File: src/logic/trap_ctrl_map.svh
// Register offsets, field positions and reset values of the trap control block.
`ifndef TRAP_CTRL_MAP_SVH
`define TRAP_CTRL_MAP_SVH
`define TRAP_CTRL_OFF 12'h000
`define IRQ_STATUS_OFF 12'h004
`define IRQ_MASK_OFF 12'h008
`define IPL_OFF 12'h00c
`define TRAP_CTRL_RESET 16'h0000
`define BIT_NEST_DIS 15
`define BIT_OVA_FLAG 14
`define BIT_OVB_FLAG 13
`define BIT_COVA_FLAG 12
`define BIT_COVB_FLAG 11
`define BIT_OVA_TE 10
`define BIT_OVB_TE 9
`define BIT_COV_TE 8
`define BIT_SHIFT_ERR 7
`define BIT_DIV0_ERR 6
`define BIT_MATH_ERR 4
`define BIT_ADDR_ERR 3
`define BIT_STACK_ERR 2
`define BIT_OSC_FAIL 1
`define TRAP_CTRL_IMPL 16'hffde
`define TRAP_EVT_W 9
`endif

File: src/logic/trap_ctrl_pkg.sv
// Types shared by the trap control block.
package trap_ctrl_pkg;
    typedef struct packed {
        logic ova;
        logic ovb;
        logic cova;
        logic covb;
        logic shift_err;
        logic div0;
        logic addr_err;
        logic stack_err;
        logic osc_fail;
    } trap_evt_t;

    typedef enum logic [1:0] {
        APB_IDLE,
        APB_SETUP,
        APB_ACCESS
    } apb_state_t;
endpackage : trap_ctrl_pkg

File: src/logic/sync_flag.sv
// Two-stage synchroniser followed by a rising-edge pulse.
`timescale 1ns/1ps
module sync_flag
(
    // Clock and reset
    input wire logic mclk,
    input wire logic rst,
    // Asynchronous level in, synchronous pulse out
    input wire logic din,
    output logic pulse
);
    logic s1_q;
    logic s2_q;
    logic s3_q;
    logic s1_d;
    logic s2_d;
    logic s3_d;

    always_comb
    begin
        s1_d = din;
        s2_d = s1_q;
        s3_d = s2_q;
    end

    always_ff @(posedge mclk or posedge rst)
    begin
        if (rst)
        begin
            s1_q <= 1'h0;
            s2_q <= 1'h0;
            s3_q <= 1'h0;
        end
        else
        begin
            s1_q <= s1_d;
            s2_q <= s2_d;
            s3_q <= s3_d;
        end
    end

    assign pulse = s2_q & ~s3_q;
endmodule : sync_flag

File: src/logic/trap_ctrl.sv
// Trap control and status register with APB access and interrupt.
`timescale 1ns/1ps
`include "trap_ctrl_map.svh"
// Notes on behaviour
// - Catastrophic A flag, bit 12, read/write.
// - Catastrophic overflow of A sets flag when bit 8 is set.
// - Catastrophic B flag, bit 11, read/write.
// - Catastrophic overflow of B sets flag when bit 8 is set.
// - Bit 10 enables accumulator A overflow trap.
// - Nesting disable makes priority bits read-only.
// - Stack error trap sets bit 2.
// - Oscillator failure trap sets bit 1.
module trap_ctrl
(
    // Clock and reset
    input wire logic mclk,
    input wire logic rst,
    // APB slave
    input wire logic psel,
    input wire logic penable,
    input wire logic pwrite,
    input wire logic [11:0] paddr,
    input wire logic [31:0] pwdata,
    output logic [31:0] prdata,
    output logic pready,
    output logic pslverr,
    // Datapath trap events, same clock
    input wire trap_ctrl_pkg::trap_evt_t evt,
    // Oscillator monitor, asynchronous level
    input wire logic osc_fail_in,
    // Trap requests and status
    output logic trap_req,
    output logic [2:0] ipl,
    output logic irq
);
    logic [15:0] ctrl_q;
    logic [15:0] ctrl_d;
    logic [15:0] stat_q;
    logic [15:0] stat_d;
    logic [15:0] mask_q;
    logic [15:0] mask_d;
    logic [2:0] ipl_q;
    logic [2:0] ipl_d;
    logic [31:0] prdata_q;
    logic [31:0] prdata_d;
    logic pready_q;
    logic pready_d;
    logic pslverr_q;
    logic pslverr_d;
    logic trap_q;
    logic trap_d;
    logic irq_q;
    logic irq_d;
    logic osc_pulse;
    logic acc;
    logic wr;
    logic rd;
    logic [15:0] set_v;

    sync_flag osc_sync
    (
        .mclk(mclk),
        .rst(rst),
        .din(osc_fail_in),
        .pulse(osc_pulse)
    );

    // Slave answers in the cycle after penable rises: one wait state.
    assign acc = psel & penable & ~pready_q;
    assign wr = acc & pwrite;
    assign rd = acc & ~pwrite;

    always_comb
    begin
        set_v = 16'h0000;
        set_v[`BIT_OVA_FLAG] = evt.ova & ctrl_q[`BIT_OVA_TE];
        set_v[`BIT_OVB_FLAG] = evt.ovb & ctrl_q[`BIT_OVB_TE];
        set_v[`BIT_COVA_FLAG] = evt.cova & ctrl_q[`BIT_COV_TE];
        set_v[`BIT_COVB_FLAG] = evt.covb & ctrl_q[`BIT_COV_TE];
        set_v[`BIT_SHIFT_ERR] = evt.shift_err;
        set_v[`BIT_DIV0_ERR] = evt.div0;
        set_v[`BIT_MATH_ERR] = evt.div0 | evt.shift_err;
        set_v[`BIT_ADDR_ERR] = evt.addr_err;
        set_v[`BIT_STACK_ERR] = evt.stack_err;
        set_v[`BIT_OSC_FAIL] = osc_pulse;
    end

    always_comb
    begin
        ctrl_d = ctrl_q;
        stat_d = stat_q;
        mask_d = mask_q;
        ipl_d = ipl_q;
        prdata_d = 32'h00000000;
        pready_d = acc;
        pslverr_d = 1'h0;
        if (wr)
        begin
            if (paddr == `TRAP_CTRL_OFF)
                ctrl_d = pwdata[15:0] & `TRAP_CTRL_IMPL;
            else if (paddr == `IRQ_MASK_OFF)
                mask_d = pwdata[15:0] & `TRAP_CTRL_IMPL;
            else if (paddr == `IPL_OFF)
            begin
                if (!ctrl_q[`BIT_NEST_DIS])
                    ipl_d = pwdata[2:0];
            end
            else if (paddr != `IRQ_STATUS_OFF)
                pslverr_d = 1'h1;
        end
        else if (rd)
        begin
            if (paddr == `TRAP_CTRL_OFF)
                prdata_d = {16'h0000, ctrl_q};
            else if (paddr == `IRQ_STATUS_OFF)
            begin
                prdata_d = {16'h0000, stat_q};
                stat_d = 16'h0000;
            end
            else if (paddr == `IRQ_MASK_OFF)
                prdata_d = {16'h0000, mask_q};
            else if (paddr == `IPL_OFF)
                prdata_d = {29'h0, ipl_q};
            else
                pslverr_d = 1'h1;
        end
        // Hardware sets win over a software write or read clear.
        ctrl_d = ctrl_d | set_v;
        stat_d = stat_d | set_v;
        trap_d = |set_v;
        irq_d = |(stat_d & mask_d);
    end

    always_ff @(posedge mclk or posedge rst)
    begin
        if (rst)
        begin
            ctrl_q <= `TRAP_CTRL_RESET;
            stat_q <= 16'h0000;
            mask_q <= 16'h0000;
            ipl_q <= 3'h0;
            prdata_q <= 32'h00000000;
            pready_q <= 1'h0;
            pslverr_q <= 1'h0;
            trap_q <= 1'h0;
            irq_q <= 1'h0;
        end
        else
        begin
            ctrl_q <= ctrl_d;
            stat_q <= stat_d;
            mask_q <= mask_d;
            ipl_q <= ipl_d;
            prdata_q <= prdata_d;
            pready_q <= pready_d;
            pslverr_q <= pslverr_d;
            trap_q <= trap_d;
            irq_q <= irq_d;
        end
    end

    assign prdata = prdata_q;
    assign pready = pready_q;
    assign pslverr = pslverr_q;
    assign trap_req = trap_q;
    assign ipl = ipl_q;
    assign irq = irq_q;

    property p_flag_set(logic ev, logic en, int b);
        @(posedge mclk) disable iff (rst) (ev && en) |=> ctrl_q[b];
    endproperty

    cova_set_a: assert property (
        p_flag_set(evt.cova, ctrl_q[`BIT_COV_TE], `BIT_COVA_FLAG))
        else $error("cat A flag not set");
    covb_set_a: assert property (
        p_flag_set(evt.covb, ctrl_q[`BIT_COV_TE], `BIT_COVB_FLAG))
        else $error("cat B flag not set");
    ova_trap_a: assert property (
        p_flag_set(evt.ova, ctrl_q[`BIT_OVA_TE], `BIT_OVA_FLAG))
        else $error("A overflow not trapped");
    ovb_trap_a: assert property (
        p_flag_set(evt.ovb, ctrl_q[`BIT_OVB_TE], `BIT_OVB_FLAG))
        else $error("B overflow not trapped");
    ova_mask_a: assert property (
        @(posedge mclk) disable iff (rst)
        (!ctrl_q[`BIT_OVA_TE] && !wr && !$past(ctrl_q[`BIT_OVA_FLAG])
        && !ctrl_q[`BIT_OVA_FLAG] && evt.ova && !evt.ovb && !evt.cova
        && !evt.covb && !evt.div0 && !evt.shift_err && !evt.addr_err
        && !evt.stack_err && !osc_pulse) |=> !trap_req)
        else $error("suppressed A trap fired");
    ipl_lock_a: assert property (
        @(posedge mclk) disable iff (rst)
        ctrl_q[`BIT_NEST_DIS] |=> $stable(ipl_q))
        else $error("priority changed while locked");
    stack_set_a: assert property (
        @(posedge mclk) disable iff (rst)
        evt.stack_err |=> ctrl_q[`BIT_STACK_ERR] ##0 irq_q == |(stat_q
        & mask_q)) else $error("stack flag not set");
    osc_set_a: assert property (
        @(posedge mclk) disable iff (rst)
        $rose(osc_fail_in) |-> ##[3:4] ctrl_q[`BIT_OSC_FAIL])
        else $error("oscillator flag not set");
    wr_cova_a: assert property (
        @(posedge mclk) disable iff (rst)
        (wr && paddr == `TRAP_CTRL_OFF && !evt.cova) |=>
        ctrl_q[`BIT_COVA_FLAG] == $past(pwdata[`BIT_COVA_FLAG]))
        else $error("cat A flag not writable");
    wr_covb_a: assert property (
        @(posedge mclk) disable iff (rst)
        (wr && paddr == `TRAP_CTRL_OFF && !evt.covb) |=>
        ctrl_q[`BIT_COVB_FLAG] == $past(pwdata[`BIT_COVB_FLAG]))
        else $error("cat B flag not writable");

    cov_cova_c: cover property (@(posedge mclk) evt.cova ##1 trap_req);
    cov_irq_c: cover property (@(posedge mclk) $rose(irq));
    cov_lock_c: cover property (@(posedge mclk)
        ctrl_q[`BIT_NEST_DIS] && wr && paddr == `IPL_OFF);
    cov_rdclr_c: cover property (@(posedge mclk)
        rd && paddr == `IRQ_STATUS_OFF && |stat_q);
endmodule : trap_ctrl

File: config.mk
export PLATFORM = sky130hd
export DESIGN_NAME = trap_ctrl
export DESIGN_NICKNAME = d
export VERILOG_FILES = /design/src/logic/trap_ctrl_pkg.sv /design/src/logic/sync_flag.sv /design/src/logic/trap_ctrl.sv
export VERILOG_INCLUDE_DIRS = /design/src /design/src/logic
export SDC_FILE = /design/constraint.sdc
export NUM_CORES = 1
export LEC_CHECK = 0
export ABC_AREA = 1
export BUFFER_PORTS_ARGS = -buffer_cell sky130_fd_sc_hd__buf_2
export CAP_MARGIN = 30
export CORE_ASPECT_RATIO = 2
export CORE_MARGIN = 2
export CORE_UTILIZATION = 52
export CTS_CLUSTER_DIAMETER = 100
export DETAILED_ROUTE_END_ITERATION = 7
export GPL_ROUTABILITY_DRIVEN = 1
export HOLD_SLACK_MARGIN = 0.1
export PLACE_DENSITY = 0.89
export SLEW_MARGIN = 10
export SYNTH_ARGS = -nofsm -noshare
export SYNTH_HDL_FRONTEND = slang
export SYNTH_HIERARCHICAL = 1
export SYNTH_SLANG_ARGS = --single-unit
File: constraint.sdc
create_clock -name mclk -period 2.45 [get_ports mclk]
set_clock_uncertainty 0.05 [all_clocks]
set_input_delay 0.3675 -clock mclk [delete_from_list [all_inputs] [get_ports mclk]]
set_output_delay 0.3675 -clock mclk [all_outputs]
set_load 0.02 [all_outputs]
==> flow_summary.toml, run 1 <==
[yosys]
synth_common_cells = "113 x sky130_fd_sc_hd__nand2_1, 72 x sky130_fd_sc_hd__dfrtp_1, 66 x sky130_fd_sc_hd__inv_1"
synth-edff-count = 0
ys.flop_type = "sky130_fd_sc_hd__dfrtp_1"
yosys.cell_count.top_type = "sky130_fd_sc_hd__nand2_1"
synth_compound_area_share_pct = 8.72
post-synth-top-area-fraction_pct = 50.2
synthAdderAreaFrac_pct = 0
syn_area_per_cell_sq_um = 8.50
synth.cell_area_sq_um = 3590
seq_area_frac_synth_pct = 50.2
synth_top_cell_by_area = "sky130_fd_sc_hd__dfrtp_1"
yosys_warnings = 6
ys_seq_elements = 72
post_synthesis_share_of_cell_area_spent_on_and_or_nand_and_nor_gates_pct = 27.3
synth.mux.area_fraction_pct = 0.314
dominant_combinational_cell_family_by_area_after_synthesis = "simple AND/OR/NAND/NOR gates"
post_synth_main_area_contributors = "sky130_fd_sc_hd__dfrtp_1 50%, sky130_fd_sc_hd__nand2_1 12%, sky130_fd_sc_hd__inv_1 6.9%"
share_of_the_synthesized_netlist_area_taken_by_xor_and_xnor_gates_pct = 0
syn-instance-count = 422
postSynth.asyncResetShare_pct = 100
synth.distinct_cells = 36

[placed_design]
post-place-ws_ns = 0.366
place_congestion = 0.880
count_of_input_and_output_buffers = 63
place_hpwl_microns = 6220

[status]
result_of_the_run = "finished, final reports clean"

[finish]
final_nets = 551
final.fill_count = 564
layout-drive-gt1-share_pct = 25.4
layout.core_utilization_pct = 63.5
layout_stage_area_growth_over_the_synthesis_result_pct = 18.1
antennaDiodeCount = 0

[critical_path]
crit_path_frequent_cell = "sky130_fd_sc_hd__nor2_1"
critPathBufInv = 2
timing.critical_path.depth = 10
timing.critical_path.to = "irq"
crit_family = "simple AND/OR/NAND/NOR gates"
endpoint_kind = "flip-flop"
worst_setup_path_startpoint = "pready"
cp.required_ns = 2.62
arrival_time_worst_endpoint_ns = 2.13
r2r-end = "irq"
worst_path_largest_cell_delay_ns = 0.37
timing.critical_path.from_type = "flip-flop"
r2r_slack_ns = 0.49
r2r-start = "pready"
criticalPathCategory = "reg -> reg"
worst-r2r-cell-count = 10
crit_chain = "inv_1 > nand4_4 > inv_2 > nand3_2 > o21ai_4 > nor2_1 > nor2_1 > nand2_1 > nor2_1 > nand2_1"
worst_path_max_delay_cell = "sky130_fd_sc_hd__dfrtp_1"
cp_max_fo = 11

[power]
ir_worst_vdd_mv = 0.514
total_power_mw = 2.67
leakage_nw = 2.42
p_per_area_nw_per_um2 = 629

[run]
max_cap_viols = 0

[grt]
wire_length_of_the_first_global_routing_pass_microns = 14400
gr-total-overflow = 0
groute.usage.overall_pct = 25.0
first_global_vias = 3227
maximum_number_of_pins_on_one_net_before_global_route_repair = 70
grt_antenna_before_repair = 0

[clock_network]
cts_clock_pin_slew_for_the_worst_setup_and_hold_paths_ns = 0.05
cts-buffers-inserted = 9
cts_sinks = 72
cts_max_level = 3
clk-insertion-delay-late_ns = 0.33
tritoncts = "built"
clockBufferDepth = 2
clockRootBuffer = "sky130_fd_sc_hd__clkbuf_16"

[timing]
fin_worst_hold_slack_ns = 0.220
layout_worst_path_cycle_share_pct = 80.0
grt_setup_unrepaired = "no"
report.final.hold_viol_count = 0
number_of_pins_exceeding_their_max_slew_limit_in_the_final_report = 0
post-route-min-period_ns = 1.96
finalSetupViolations = 0
setup-tns-final_ns = 0
achievable_frequency_mhz = 510
worst_slack_ns = 0.491

[floorplan]
standard_cell_core_area_sq_um = 6670
chipWidth_microns = 62.7
die_area_sq_um = 7620
initial_utilization_pct = 53.8
die_height_microns = 121
rows = 42
io_pins = 98

[route]
dr_total_vias = 3125
count_of_nets_left_with_antenna_violations_after_detail_routing = 0
wire_per_inst_microns = 15.1
first_iter_violations = 144
viasPerCell = 5.34
detail_route.wirelength_microns = 8810
remaining_design_rule_violation_count = 0
drtPass1Iterations = 4

[worst_hold_path]
hold_class = "in -> reg"
==> power by group <==
| group | leakage, nW | switching, mW | total (mW) | internal (mW) |
|---|---|---|---|---|
| clock | 0.152 | 0.478 | 1.29 | 0.809 |
| combinational | 1.37 | 0.119 | 0.170 | 0.0511 |
| sequential | 0.891 | 0.00731 | 1.21 | 1.20 |
| total | 2.42 | 0.604 | 2.67 | 2.06 |
==> worst min path at each step <==
| stage | from | to | slack, ns | cells past startpoint |
|---|---|---|---|---|
| floorplan | rst | osc_sync/s1_q | 0.07 | 1 |
| global placement | rst | osc_sync/s1_q | 0.20 | 2 |
| detailed placement | rst | osc_sync/s1_q | 0.20 | 2 |
| CTS | pwdata[8] | ctrl_q[8] | 0.22 | 3 |
| global route | pwdata[4] | ctrl_q[4] | 0.22 | 3 |
| finish | pwdata[0] | ipl[0] | 0.22 | 2 |
==> per-stage QoR <==
| step | cell area, sq um | cells |
|---|---|---|
| after floorplan | 3640 | 437 |
| after global placement | 3920 | 567 |
| after detailed placement | 3920 | 567 |
| after CTS | 4240 | 585 |
| after global routing | 4240 | 585 |
| final | 4240 | 585 |
==> metal layers <==
metal	GRT usage [%]	wire length, microns	vias up
met4	22.2	638	0
met3	4.92	558	50
met1	25.9	3000	1469
li1	-	-	1441
met5	0	0	-
met2	42.1	4610	165
==> cell type report <==
cell class                 instances  area, sq um  share of cell area, %
timing repair buffer              71          393                   9.27
tap                               88          110                   2.60
sequential                        72         1800                   42.5
clock buffer                      10          239                   5.64
inverter                          73          274                   6.46
multi-input combinational        265         1360                   32.1
clock inverter                     6         58.8                   1.39
==> flip-flops by register name, summed over array words and instances (netlist names) <==
register	cells
stat_q	16
osc_sync/s1_q	1
trap_req	1
osc_sync/s3_q	1
pslverr	1
ctrl_q	14
ipl	3
pready	1
mask_q	16
irq	1
prdata	16
osc_sync/s2_q	1
==> logic make-up (layout without fill, tap and decap cells) <==
kind of cell	Yosys count	after routing
flops	72	72
other cells	1	16
mux	1	1
simple gates	204	204
buf+inv	100	160
compound gates	44	44
==> what timing repair did <==
item / CTS / global route
resized for setup: 0 / 0
hold buffers: 2 / 0
endpoints found under the setup margin: 0 / 0
setup buffers: 0 / 0
endpoints found under the hold margin: 73 / 0
==> placed cells by master (no fill, tap or decap), types with 2 or more instances in the layout <==
| cell | netlist | routed |
|---|---|---|
| sky130_fd_sc_hd__nand3_2 | 3 | 3 |
| sky130_fd_sc_hd__nand4_1 | 10 | 10 |
| sky130_fd_sc_hd__inv_1 | 66 | 65 |
| sky130_fd_sc_hd__nor3_1 | 2 | 2 |
| sky130_fd_sc_hd__buf_4 | 17 | 5 |
| sky130_fd_sc_hd__a41oi_1 | 2 | 2 |
| sky130_fd_sc_hd__nand2_2 | 9 | 9 |
| sky130_fd_sc_hd__clkbuf_16 | 0 | 9 |
| sky130_fd_sc_hd__nand3_4 | 2 | 2 |
| sky130_fd_sc_hd__nor2_4 | 5 | 5 |
| sky130_fd_sc_hd__a21boi_1 | 3 | 3 |
| sky130_fd_sc_hd__a21oi_2 | 3 | 3 |
| sky130_fd_sc_hd__nor2_2 | 4 | 4 |
| sky130_fd_sc_hd__clkinv_2 | 0 | 4 |
| sky130_fd_sc_hd__nand3_1 | 31 | 31 |
| sky130_fd_sc_hd__conb_1 | 1 | 16 |
| sky130_fd_sc_hd__nand2_1 | 113 | 113 |
| sky130_fd_sc_hd__o211ai_1 | 13 | 13 |
| sky130_fd_sc_hd__nor2_1 | 21 | 21 |
| sky130_fd_sc_hd__o21ai_1 | 5 | 5 |
| sky130_fd_sc_hd__o21ai_0 | 9 | 9 |
| sky130_fd_sc_hd__buf_2 | 3 | 63 |
| sky130_fd_sc_hd__a21oi_1 | 2 | 2 |
| sky130_fd_sc_hd__o21ai_2 | 2 | 2 |
| sky130_fd_sc_hd__dlygate4sd3_1 | 0 | 2 |
| sky130_fd_sc_hd__inv_2 | 7 | 8 |
| sky130_fd_sc_hd__dfrtp_1 | 72 | 72 |
(Power assumes the default switching activity.)
==> inputs of run 2 (changes only) <==
- ABC_AREA: 1 -> 0
- CORE_UTILIZATION: 52 -> 46
- PLACE_DENSITY: 0.89 -> 0.86
- clock period: 2.45 -> 1.65 ns (I/O delays scaled with it)
==> run 2 against run 1 <==
  * The flow now finishes with violations (setup timing)
  * Register-to-register slack lost 1.2 ns
  * Critical path depth shrank 4
  * Final cell count shrank 21%
  * Highest routed layer unchanged
  * Clock power grew 46%
  * Die area grew 0.94%
  * Synthesized area shrank 11%
==> flow_summary.toml, run 2 <==
[yosys]
synth.cell_area_sq_um = 3210
ys.flop_type = "sky130_fd_sc_hd__dfrtp_1"
postSynth.asyncResetShare_pct = 100
syn-instance-count = 273
post_synth_main_area_contributors = "sky130_fd_sc_hd__dfrtp_1 56%, sky130_fd_sc_hd__mux2_2 7.0%, sky130_fd_sc_hd__mux2i_1 5.9%"
synth.distinct_cells = 37
syn_area_per_cell_sq_um = 11.7
yosys.cell_count.top_type = "sky130_fd_sc_hd__dfrtp_1"
synth_top_cell_by_area = "sky130_fd_sc_hd__dfrtp_1"
post-synth-top-area-fraction_pct = 56.2
synth_common_cells = "72 x sky130_fd_sc_hd__dfrtp_1, 34 x sky130_fd_sc_hd__nor2_1, 20 x sky130_fd_sc_hd__mux2_2"
yosys_warnings = 6
seq_area_frac_synth_pct = 56.2
synth-edff-count = 0
ys_seq_elements = 72

[finish]
layout.cells.most_common = "sky130_fd_sc_hd__dfrtp_1"
antennaDiodeCount = 0
multi_input_comb_area_sq_um = 1410
final_nets = 427
layout_common_cells = "71 x sky130_fd_sc_hd__dfrtp_1, 63 x sky130_fd_sc_hd__buf_2, 33 x sky130_fd_sc_hd__nor2_1"
layout_stage_area_growth_over_the_synthesis_result_pct = 32.5
layout-drive-gt1-share_pct = 39.9
layout.core_utilization_pct = 62.1
final.fill_count = 533
area.sequential_sq_um = 1800

[grt]
first_global_vias = 2629
maximum_number_of_pins_on_one_net_before_global_route_repair = 56
gr-total-overflow = 0
wire_length_of_the_first_global_routing_pass_microns = 13600
groute.usage.overall_pct = 23.6
grt_antenna_before_repair = 0

[route]
detail_route.wirelength_microns = 8710
dr_total_vias = 2506
remaining_design_rule_violation_count = 0
count_of_nets_left_with_antenna_violations_after_detail_routing = 0
wire_per_inst_microns = 18.8
viasPerCell = 5.41
first_iter_violations = 160
drtPass1Iterations = 4

[floorplan]
rows = 43
die_area_sq_um = 7690
io_pins = 98
standard_cell_core_area_sq_um = 6830
die_height_microns = 122
chipWidth_microns = 63.0
initial_utilization_pct = 46.9

[critical_path]
r2r_slack_ns = -0.72
endpoint_kind = "flip-flop"
crit_chain = "and4b_2 > and4_4 > mux2_4 > a22o_1 > nor4_4 > o2111ai_1"
r2r-end = "irq"
cp_max_fo = 4
cp.required_ns = 1.77
worst-r2r-cell-count = 6
worst_setup_path_startpoint = "pready"
critPathBufInv = 0
arrival_time_worst_endpoint_ns = 2.49
criticalPathCategory = "reg -> reg"
timing.critical_path.depth = 6
crit_family = "simple AND/OR/NAND/NOR gates"
r2r-start = "pready"
timing.critical_path.from_type = "flip-flop"
worst_path_largest_cell_delay_ns = 0.40
worst_path_max_delay_cell = "sky130_fd_sc_hd__dfrtp_2"

[placed_design]
count_of_input_and_output_buffers = 63
place_hpwl_microns = 5160
place_congestion = 0.834
post-place-ws_ns = -0.786

[timing]
worst_slew_slack_as_a_fraction_of_its_limit_pct = 55.0
post-route-min-period_ns = 2.37
report.final.hold_viol_count = 0
setup-tns-final_ns = -3.40
max_slew.worst_pin.slew_ns = 0.671
number_of_pins_exceeding_their_max_slew_limit_in_the_final_report = 0
finalSetupViolations = 22
worst_slack_ns = -0.719
achievable_frequency_mhz = 422
grt_setup_unrepaired = "yes"
layout_worst_path_cycle_share_pct = 144

[clock_network]
cts_clock_pin_slew_for_the_worst_setup_and_hold_paths_ns = 0.06
cts_max_level = 3
tritoncts = "built"
clockBufferDepth = 2
cts-buffers-inserted = 9
clk-insertion-delay-late_ns = 0.33
cts_sinks = 72
clockRootBuffer = "sky130_fd_sc_hd__clkbuf_16"

[worst_hold_path]
min-delay-start = "pwdata[0]"
whs_endpoint = "ipl[0]"
hold_depth = 2
hold_class = "in -> reg"

[status]
violated_checks = "setup timing"
result_of_the_run = "complete, but fails checks"

[power]
p_per_area_nw_per_um2 = 927
ir_worst_vdd_mv = 0.654
total_power_mw = 3.93
leakage_nw = 2.16

[run]
max_cap_viols = 0
-- run 2: changes by cell type in the layout (fill, tap and decap cells not counted), sizes merged, moves of 7 or more --
cell / delta
a21oi: +9
and2: +7
buf: +18
inv: -63
mux2: +19
mux2i: +19
nand2: -105
nand3: -35
nand4: -9
nor2b: +7
o211ai: -13
o21ai: -17
-- run 2: routing by layer --
layer	vias up	share of wire, %	GRT usage, %
li1	1116	-	-
met1	1241	37	27.8
met2	118	54	40.2
met3	31	5.4	5.63
met4	0	3.9	11.5
met5	-	0	0
-- run 2: layout make-up --
type	instances	area share, %
clock buffers	10	5.39
clock inverters	6	1.41
inverters	11	1.06
multi-input cells	181	33.1
flip-flops and latches	72	42.5
well taps	90	2.65
repair buffers	93	13.9
-- run 2: kinds of logic after synthesis --
group | after synthesis | synth area share, %
simple gates | 82 | 13.7
flops | 72 | 56.2
mux | 41 | 14.4
buf+inv | 39 | 7.30
compound gates | 38 | 8.31
other cells | 1 | 0.117
-- run 2: power by group --
group | switching [mW] | internal, mW | total [mW] | leakage [nW]
registers | 0.00522 | 1.78 | 1.78 | 0.928
clock network | 0.723 | 1.16 | 1.88 | 0.138
logic | 0.171 | 0.0974 | 0.268 | 1.10
total | 0.899 | 3.04 | 3.93 | 2.16
-- run 2: worst max path at each step --
| stage | end | slack, ns |
|---|---|---|
| 3_5_place_dp | irq | -0.79 |
| 6_report | irq | -0.72 |
| 5_1_grt | irq | -0.78 |
| 2_1_floorplan | irq | -0.51 |
| 3_3_place_gp | irq | -0.68 |
| 4_1_cts | irq | -0.58 |
-- run 2: through the flow --
stage	hold slack [ns]	cells	instance area (sq um)
after floorplan	-0.0489	288	3310
after global placement	0.0923	433	3700
after detailed placement	0.0954	433	3700
after CTS	0.100	463	4210
after global routing	0.107	463	4250
final	0.107	463	4250
-- run 2: repair_timing --
action | in CTS | in global routing
hold buffers | 6 | 0
gates resized for setup | 27 | 7
buffers inserted | 5 | 0
hold endpoints to repair | 22 | 0
endpoints found under the setup margin | 38 | 26
pin swaps | 11 | 2
cloned | 4 | 0
